### config.mk
export PLATFORM = sky130hd
export DESIGN_NAME = gpd_top
export DESIGN_NICKNAME = d
export VERILOG_FILES = /design/src/gpd_pkg.sv /design/src/gpd_pin_detect.sv /design/src/gpd_top.sv
export SDC_FILE = /design/constraint.sdc
export NUM_CORES = 1
export LEC_CHECK = 0
export ABC_AREA = 1
export BUFFER_PORTS_ARGS = -buffer_cell sky130_fd_sc_hd__buf_4
export CAP_MARGIN = 0
export CELL_PAD_IN_SITES_DETAIL_PLACEMENT = 0
export CELL_PAD_IN_SITES_GLOBAL_PLACEMENT = 1
export CORE_MARGIN = 1
export CORE_UTILIZATION = 40
export DETAILED_ROUTE_END_ITERATION = 6
export PLACE_DENSITY = 0.83
export SETUP_SLACK_MARGIN = 0.1
export SLEW_MARGIN = 20
export SYNTH_ARGS = -nofsm -noshare
export SYNTH_HDL_FRONTEND = slang
export SYNTH_SLANG_ARGS = --single-unit
### constraint.sdc
create_clock -name pclk -period 1.6 [get_ports pclk]
set_input_delay 0.08 -clock pclk [delete_from_list [all_inputs] [get_ports pclk]]
set_output_delay 0.08 -clock pclk [all_outputs]
set_load 0.02 [all_outputs]
### src/gpd_pkg.sv
// Package for the per-pin interrupt detector of an eight-bit port.
// Assumes a 32-bit APB slave with byte offsets inside a 4 KB window.
package gpd_pkg;

    ////////////////////////////////////////////////////////////////////////
    // Port shape
    localparam int unsigned   GPD_PINS      = 8;      // Pins on the port
    localparam int unsigned   GPD_ADDR_W    = 12;     // Decoded address bits
    localparam int unsigned   GPD_DATA_W    = 32;     // APB data width
    localparam int unsigned   GPD_TRIG_BIT  = 4;      // Pin that feeds the converter

    ////////////////////////////////////////////////////////////////////////
    // Register byte offsets
    localparam logic [11:0]   GPD_OFF_SENSE = 12'h404; // Sense select
    localparam logic [11:0]   GPD_OFF_BOTH  = 12'h408; // Both-edge select
    localparam logic [11:0]   GPD_OFF_POL   = 12'h40c; // Event polarity
    localparam logic [11:0]   GPD_OFF_MASK  = 12'h410; // Interrupt mask
    localparam logic [11:0]   GPD_OFF_RAW   = 12'h414; // Raw status
    localparam logic [11:0]   GPD_OFF_MSK_ST = 12'h418; // Masked status
    localparam logic [11:0]   GPD_OFF_CLEAR = 12'h41c; // Clear, write only

    ////////////////////////////////////////////////////////////////////////
    // Reset values of the writable fields
    localparam logic [7:0]    GPD_RST_SENSE = 8'h00;
    localparam logic [7:0]    GPD_RST_BOTH  = 8'h00;
    localparam logic [7:0]    GPD_RST_POL   = 8'h00;
    localparam logic [7:0]    GPD_RST_MASK  = 8'h00;

    ////////////////////////////////////////////////////////////////////////
    // Field layout: data in the low byte, upper bits read as zero
    localparam int unsigned   GPD_FIELD_LSB = 0;
    localparam int unsigned   GPD_FIELD_MSB = 7;
    localparam logic [23:0]   GPD_RSVD_RD   = 24'h000000; // Upper read value

endpackage

### src/gpd_pin_detect.sv
// One pin of the detector: pin synchroniser, filter, edge and status.
// Assumes the pin is asynchronous to pclk and config comes from pclk flops.
`timescale 1ns/1ps
module gpd_pin_detect (
    // Clock and reset
    input  wire logic pclk,
    input  wire logic presetn,
    // Pin and configuration
    input  wire logic pin_async,
    input  wire logic sense,
    input  wire logic both,
    input  wire logic pol,
    input  wire logic clr,
    // Detector state
    output logic      lvl,
    output logic      rise,
    output logic      fall,
    output logic      raw
);

    ////////////////////////////////////////////////////////////////////////
    logic             sy1;       // First stage, read only by sy2
    logic             sy2;       // Second stage
    logic             sy3;       // Third stage
    logic             next_lvl;  // Filtered level for next cycle
    logic             set;       // Trigger condition this cycle
    logic             next_raw;  // Status for next cycle

    // Accept a change once stages two and three agree
    assign next_lvl = (sy2 == sy3) ? sy3 : lvl;
    assign rise     = next_lvl & ~lvl;
    assign fall     = ~next_lvl & lvl;
    // Edge choice: both edges, else polarity picks one
    assign set      = both ? (rise | fall) : (pol ? rise : fall);
    // Level pins follow the level; edge pins latch, set beats clear
    assign next_raw = sense ? ~(next_lvl ^ pol) : (set | (raw & ~clr));

    ////////////////////////////////////////////////////////////////////////
    // Synchroniser, filter and status flop
    always_ff @(posedge pclk or negedge presetn) begin
        if (!presetn) begin
            sy1 <= 1'b0;
            sy2 <= 1'b0;
            sy3 <= 1'b0;
            lvl <= 1'b0;
            raw <= 1'b0;
        end else begin
            sy1 <= pin_async;
            sy2 <= sy1;
            sy3 <= sy2;
            lvl <= next_lvl;
            raw <= next_raw;
        end
    end

endmodule

### src/gpd_top.sv
// Interrupt detector of an eight-bit port with an APB register slave.
// Assumes APB master on pclk; pins arrive asynchronously.
`timescale 1ns/1ps
module gpd_top #(
    parameter int unsigned N_PINS   = gpd_pkg::GPD_PINS,
    parameter int unsigned TRIG_BIT = gpd_pkg::GPD_TRIG_BIT
) (
    // Clock and reset
    input  wire logic                             pclk,
    input  wire logic                             presetn,
    // APB slave
    input  wire logic                             psel,
    input  wire logic                             penable,
    input  wire logic                             pwrite,
    input  wire logic [gpd_pkg::GPD_ADDR_W-1:0]   paddr,
    input  wire logic [gpd_pkg::GPD_DATA_W-1:0]   pwdata,
    output logic      [gpd_pkg::GPD_DATA_W-1:0]   prdata,
    output logic                                  pready,
    output logic                                  pslverr,
    // Port pins
    input  wire logic [N_PINS-1:0]                pin_in,
    // Interrupts and converter trigger
    output logic      [N_PINS-1:0]                pin_irq,
    output logic                                  combined_port_interrupt,
    output logic                                  converter_trigger
);
    import gpd_pkg::*;

    ////////////////////////////////////////////////////////////////////////
    // Declarations
    logic [N_PINS-1:0]     sense_select;      // One: level, zero: edge
    logic [N_PINS-1:0]     both_edge_bits;    // Both-edge select
    logic [N_PINS-1:0]     polarity_bits;     // Event polarity
    logic [N_PINS-1:0]     mask_enable_bits;  // Interrupt mask
    logic [N_PINS-1:0]     raw_status_bits;   // Raw status from pins
    logic [N_PINS-1:0]     masked_status_bits; // Raw AND mask
    logic [N_PINS-1:0]     clear_bits;        // Clear pulse to pins
    logic [N_PINS-1:0]     lvl;               // Filtered pin levels
    logic [N_PINS-1:0]     rise;              // Rising edge this cycle
    logic [N_PINS-1:0]     fall;              // Falling edge this cycle
    logic                  trig_prev;         // Last masked trigger bit
    logic                  setup;             // APB setup cycle
    logic                  wr_en;             // Write takes effect
    logic                  hit_sense;         // Address decodes
    logic                  hit_both;
    logic                  hit_pol;
    logic                  hit_mask;
    logic                  hit_raw;
    logic                  hit_msk_st;
    logic                  hit_clear;
    logic                  hit_any;           // Any mapped offset
    logic [N_PINS-1:0]     wr_field;          // Written field bits
    logic [N_PINS-1:0]     rd_field;          // Selected read field
    logic [GPD_DATA_W-1:0] next_prdata;       // Read word for next cycle
    logic                  next_pready;
    logic                  next_trig;

    ////////////////////////////////////////////////////////////////////////
    // Address decode and transfer qualifiers
    assign setup      = psel & ~penable;
    assign wr_en      = psel & penable & pready & pwrite;
    assign hit_sense  = (paddr == GPD_OFF_SENSE);
    assign hit_both   = (paddr == GPD_OFF_BOTH);
    assign hit_pol    = (paddr == GPD_OFF_POL);
    assign hit_mask   = (paddr == GPD_OFF_MASK);
    assign hit_raw    = (paddr == GPD_OFF_RAW);
    assign hit_msk_st = (paddr == GPD_OFF_MSK_ST);
    assign hit_clear  = (paddr == GPD_OFF_CLEAR);
    assign hit_any    = hit_sense | hit_both | hit_pol | hit_mask
                      | hit_raw | hit_msk_st | hit_clear;
    assign wr_field   = pwdata[N_PINS-1:0];

    // Masked status is raw gated by mask
    assign masked_status_bits = raw_status_bits & mask_enable_bits;

    // Clear pulse only for ones written to clear offset
    assign clear_bits = (wr_en && hit_clear) ? wr_field : '0;

    ////////////////////////////////////////////////////////////////////////
    // Read selection; clear offset reads as zero
    assign rd_field =
        hit_sense  ? sense_select :
        hit_both   ? both_edge_bits :
        hit_pol    ? polarity_bits :
        hit_mask   ? mask_enable_bits :
        hit_raw    ? raw_status_bits :
        hit_msk_st ? masked_status_bits :
        '0;
    // Reserved upper bits read as zero
    assign next_prdata = {GPD_RSVD_RD, rd_field};
    // Answer comes in the cycle after setup
    assign next_pready = setup;

    ////////////////////////////////////////////////////////////////////////
    // APB answer flops: data, ready and error set at the setup edge
    always_ff @(posedge pclk or negedge presetn) begin
        if (!presetn) begin
            prdata  <= '0;
            pready  <= 1'b0;
            pslverr <= 1'b0;
        end else begin
            pready <= next_pready;
            // Capture read word and error flag on setup
            if (setup) begin
                prdata  <= next_prdata;
                pslverr <= ~hit_any;
            end
        end
    end

    ////////////////////////////////////////////////////////////////////////
    // Writable configuration; status offsets ignore writes
    always_ff @(posedge pclk or negedge presetn) begin
        if (!presetn) begin
            sense_select     <= GPD_RST_SENSE;
            both_edge_bits   <= GPD_RST_BOTH;
            polarity_bits    <= GPD_RST_POL;
            mask_enable_bits <= GPD_RST_MASK;
        end else if (wr_en) begin
            // Only the low field is stored
            if (hit_sense) begin
                sense_select <= wr_field;
            end
            if (hit_both) begin
                both_edge_bits <= wr_field;
            end
            if (hit_pol) begin
                polarity_bits <= wr_field;
            end
            if (hit_mask) begin
                mask_enable_bits <= wr_field;
            end
        end
    end

    ////////////////////////////////////////////////////////////////////////
    // One detector per pin
    genvar g;
    generate
        for (g = 0; g < N_PINS; g++) begin : g_pin
            gpd_pin_detect u_det (
                .pclk      (pclk),
                .presetn   (presetn),
                .pin_async (pin_in[g]),
                .sense     (sense_select[g]),
                .both      (both_edge_bits[g]),
                .pol       (polarity_bits[g]),
                .clr       (clear_bits[g]),
                .lvl       (lvl[g]),
                .rise      (rise[g]),
                .fall      (fall[g]),
                .raw       (raw_status_bits[g])
            );
        end
    endgenerate

    ////////////////////////////////////////////////////////////////////////
    // Trigger pulse on each rise of the masked trigger pin status
    assign next_trig = masked_status_bits[TRIG_BIT] & ~trig_prev;

    // Interrupt outputs, registered from masked status
    always_ff @(posedge pclk or negedge presetn) begin
        if (!presetn) begin
            pin_irq                 <= '0;
            combined_port_interrupt <= 1'b0;
            converter_trigger       <= 1'b0;
            trig_prev               <= 1'b0;
        end else begin
            pin_irq                 <= masked_status_bits;
            combined_port_interrupt <= |masked_status_bits;
            converter_trigger       <= next_trig;
            trig_prev               <= masked_status_bits[TRIG_BIT];
        end
    end

    ////////////////////////////////////////////////////////////////////////
    // Assertion helpers
    logic [N_PINS-1:0] chk_set;   // Edge trigger per configuration
    logic [N_PINS-1:0] chk_lvl;   // Active level per polarity
    assign chk_set = (both_edge_bits & (rise | fall))
                   | (~both_edge_bits & ((polarity_bits & rise)
                   | (~polarity_bits & fall)));
    assign chk_lvl = ~((lvl ^ rise ^ fall) ^ polarity_bits);
endmodule

==> impl_summary.log <==
INFO  metric run_status = finished, final reports clean
INFO  metric layout-drive-gt1-share = 26.53%
INFO  metric timing.clock.skew = 0.009693 ns
INFO  metric final_net_count = 690
INFO  metric first_global_vias = 3,406
INFO  metric drtIter0Drc = 174
INFO  metric timing.critical_path.slowest_stage_cell = sky130_fd_sc_hd__dfrtp_1
INFO  metric final_max_slew_viol_count = 0
INFO  metric post_synthesis_instance_area = 4498 µm²
INFO  metric detailed_place_hpwl = 6723 µm
INFO  metric layout-area-overhead-vs-synth = 24.73%
INFO  metric timing.final.crit_share = 90.97%
INFO  metric setup_viol = 0
INFO  metric critical_path.most_common_cell = sky130_fd_sc_hd__nand2_1
INFO  metric placed_cell_area = 5056 µm²
INFO  metric clk_pin_slew_worst_paths = 0.10 ns
INFO  metric p_per_area = 828.8 nW/µm²
INFO  metric gp_congestion = 0.7952
INFO  metric worst_setup_ep_type = register
INFO  metric vdd_ir_drop_max = 0.5652 mV
INFO  metric layout_min_cycle_time = 1.455 ns
INFO  metric crit_path_max_fanout = 3
INFO  metric nFillCells = 1,010
INFO  metric antenna_found_initial = 0
INFO  metric post-route-cell-area = 5610 µm²
INFO  metric path_cells = nand2_1 -> nand2_1 -> o21a_4 -> inv_2 -> ha_2 -> inv_1 -> a211oi_2 -> a21oi_1
INFO  metric grt-ovfl-total = 0
INFO  metric cts_max_path_buffers = 2
INFO  metric seq_area = 2302 µm²
INFO  metric cp_num_buf_inv = 2
INFO  metric arrival = 1.73 ns
INFO  metric hold_wc_startpoint = pwdata[7]
INFO  metric die_width = 108.0 µm
INFO  metric post_synth_inst_count = 520
INFO  metric hold-path-cell-count = 3
INFO  metric grt_pass1_wl = 16,130 µm
INFO  metric tritoncts_num_sinks = 92
INFO  metric tns = 0 ns
INFO  metric place.port_buffers = 52
INFO  metric reg2reg_from = g_pin[0].u_det.sy2$_DFF_PN0_
INFO  metric crit_path_start_kind = register
INFO  metric number_of_vias_in_the_routed_layout = 3,606
INFO  metric io_pins = 101
INFO  metric synth_top_cells_by_area = sky130_fd_sc_hd__dfrtp_1, sky130_fd_sc_hd__nand2_1, sky130_fd_sc_hd__inv_1
INFO  metric clock_insertion_delay_worst_skew = 0.38 ns
INFO  metric max_cap_violations = 0
INFO  metric clock_tree.htree_level_count = 3
INFO  metric drtPass1Iterations = 4
INFO  metric area_of_the_placeable_core = 10,890 µm²
INFO  metric post_drt_wl_per_cell = 13.07 µm
INFO  metric rrSetupSlack = 0.14 ns
INFO  metric effective_utilization_at_floorplan = 41.31%
INFO  metric ys_seq_elements = 92
INFO  metric number_of_warnings_printed_during_yosys_synthesis = 0
INFO  metric detail-route-antenna-nets = 0
INFO  metric cts_tree = done
INFO  metric tritoncts.num_buffers = 9
INFO  metric grt_start_max_net_pins = 50
INFO  metric grt_setup_unrepaired = true
INFO  metric route.detailed.vias_per_inst = 4.732
INFO  metric hold_viol = 0
INFO  metric post_syn_area_per_cell = 8.650 µm²
INFO  metric crit-reg2reg-capture = g_pin[0].u_det.raw$_DFF_PN0_
INFO  metric footprint_of_the_multi_input_gates = 1913 µm²
INFO  metric grt_use_total = 18.16%
INFO  metric floorplan.rows = 38
INFO  metric worst_r2r_path_cells = 8
INFO  metric detail_route.drc_violations = 0
INFO  metric leakage_power_total = 2.790 nW
INFO  metric synth_cell_type_count = 32
INFO  metric ys_seq_area_share = 51.18%
INFO  metric post_synth_top_area_share = 51.18%
INFO  metric antennaDiodeCount = 0
INFO  metric worst_path_largest_cell_delay = 0.40 ns
INFO  metric route.final.wire_length = 9961 µm
INFO  metric clockRootBuffer = sky130_fd_sc_hd__clkbuf_8
INFO  metric floorplan.die.height = 108.0 µm
INFO  metric path_class = register to register
INFO  metric top_delay_family_on_crit_path = compound AO/OA/AOI/OAI gates
INFO  metric critPathRequiredTime = 1.87 ns
INFO  metric synth_area_leader_cell = sky130_fd_sc_hd__dfrtp_1
INFO  metric worst_hold_path.endpoint = polarity_bits[7]$_DFFE_PN0P_
INFO  metric holdCritPathClass = input pin to register
INFO  metric floorplan.die_area = 11,670 µm²
INFO  metric max_clock_freq = 687.1 MHz
-- area by class of cell --
type	count	area share, %
Clock inverter	7	1.450
Clock buffer	9	2.208
Multi-Input combinational cell	349	34.10
Timing Repair Buffer	94	13.34
Sequential cell	92	41.03
Inverter	71	4.750
Tap cell	140	3.122
-- worst min-delay path, cell delays in order --
cell	delay [ns]
sky130_fd_sc_hd__buf_4	0.08
sky130_fd_sc_hd__inv_1	0.07
sky130_fd_sc_hd__o21ai_2	0.13
-- where the power goes --
part	internal [mW]	switching [mW]	total [mW]	leakage [nW]
combinational	0.245	0.334	0.579	1.52
clock	0.747	0.907	1.65	0.101
sequential	2.38	0.0358	2.42	1.17
-- logic make-up after synthesis --
| group | count (synthesis) | synth area share, % |
|---|---|---|
| AOI/OAI and AO/OA | 92 | 11.74 |
| adders and majority gates | 16 | 4.451 |
| buffers and inverters | 102 | 10.96 |
| DFF | 92 | 51.18 |
| other | 1 | 0.08337 |
| and+or+nand+nor | 217 | 21.59 |
-- what timing repair did --
item | CTS | global route
buffers inserted | 3 | 14
hold buffers | 9 | 0
endpoints found under the hold margin | 100 | 0
gates resized for setup | 0 | 37
endpoints found under the setup margin | 3 | 13
pin swaps | 2 | 24
-- worst max-delay path by stage --
stage | from | to | slack [ns] | depth (start not counted)
2_1_floorplan | pready$_DFF_PN0_ | mask_enable_bits[5]$_DFFE_PN0P_ | 0.21 | 6
3_3_place_gp | g_pin[4].u_det.lvl$_DFF_PN0_ | g_pin[4].u_det.raw$_DFF_PN0_ | 0.15 | 7
3_5_place_dp | g_pin[4].u_det.lvl$_DFF_PN0_ | g_pin[4].u_det.raw$_DFF_PN0_ | 0.09 | 7
4_1_cts | g_pin[4].u_det.lvl$_DFF_PN0_ | g_pin[4].u_det.raw$_DFF_PN0_ | 0.12 | 8
5_1_grt | g_pin[6].u_det.lvl$_DFF_PN0_ | g_pin[6].u_det.raw$_DFF_PN0_ | 0.05 | 8
6_report | g_pin[0].u_det.sy2$_DFF_PN0_ | g_pin[0].u_det.raw$_DFF_PN0_ | 0.14 | 8
-- cells in the mapped netlist --
master	count
sky130_fd_sc_hd__nand2_1	135
sky130_fd_sc_hd__dfrtp_1	92
sky130_fd_sc_hd__inv_1	66
sky130_fd_sc_hd__o21ai_0	40
sky130_fd_sc_hd__nor2_1	31
sky130_fd_sc_hd__a21oi_1	26
sky130_fd_sc_hd__buf_4	25
sky130_fd_sc_hd__nand3_1	19
sky130_fd_sc_hd__ha_1	16
sky130_fd_sc_hd__nand4_1	9
sky130_fd_sc_hd__a211oi_1	8
sky130_fd_sc_hd__o21ai_2	8
sky130_fd_sc_hd__o21a_1	6
sky130_fd_sc_hd__nor2_2	5
sky130_fd_sc_hd__inv_2	4
sky130_fd_sc_hd__nand2_2	4
sky130_fd_sc_hd__nand3_2	4
sky130_fd_sc_hd__o21ai_1	3
sky130_fd_sc_hd__buf_6	2
sky130_fd_sc_hd__clkbuf_1	2
sky130_fd_sc_hd__nor2_4	2
sky130_fd_sc_hd__nor3_2	2
sky130_fd_sc_hd__nor4_1	2
sky130_fd_sc_hd__buf_1	1
sky130_fd_sc_hd__buf_2	1
sky130_fd_sc_hd__clkinv_1	1
sky130_fd_sc_hd__conb_1	1
sky130_fd_sc_hd__nand2_4	1
sky130_fd_sc_hd__nor3_1	1
sky130_fd_sc_hd__nor3_4	1
sky130_fd_sc_hd__nor3b_2	1
sky130_fd_sc_hd__o211ai_1	1
-- layer usage --
layer / GRT usage (%) / wire length, µm
met1: 23.24 / 4466
met2: 29.94 / 4846
met3: 4.461 / 492
met4: 6.262 / 155
met5: 0 / 0
-- per-stage QoR --
step                worst slack [ns]  total power, mW  hold WS (ns)  util [%]  instances
floorplan                     0.2124            2.756       -0.2156         -        543
CTS                           0.1215            4.586      0.008283     49.36        748
global route                 0.05431            4.855       0.01706     51.53        762
detailed placement           0.08726            2.905      -0.03990     46.44        720
finish                        0.1445            4.650       0.01477     51.53        762
global placement              0.1522            2.883      -0.04110     46.44        720
-- cells in the final DEF (no fill, tap or decap), types with 8 or more instances in the layout --
| master | instances |
|---|---|
| sky130_fd_sc_hd__clkbuf_8 | 9 |
| sky130_fd_sc_hd__dfrtp_1 | 92 |
| sky130_fd_sc_hd__nand3_1 | 19 |
| sky130_fd_sc_hd__a21oi_1 | 21 |
| sky130_fd_sc_hd__inv_1 | 57 |
| sky130_fd_sc_hd__o21ai_2 | 8 |
| sky130_fd_sc_hd__ha_1 | 10 |
| sky130_fd_sc_hd__o21ai_0 | 40 |
| sky130_fd_sc_hd__nor2_2 | 8 |
| sky130_fd_sc_hd__inv_2 | 13 |
| sky130_fd_sc_hd__conb_1 | 24 |
| sky130_fd_sc_hd__nand4_1 | 9 |
| sky130_fd_sc_hd__buf_4 | 82 |
| sky130_fd_sc_hd__nor2_1 | 28 |
| sky130_fd_sc_hd__nand2_1 | 134 |
| sky130_fd_sc_hd__dlygate4sd3_1 | 9 |
Power figures use the tool's default switching activity.
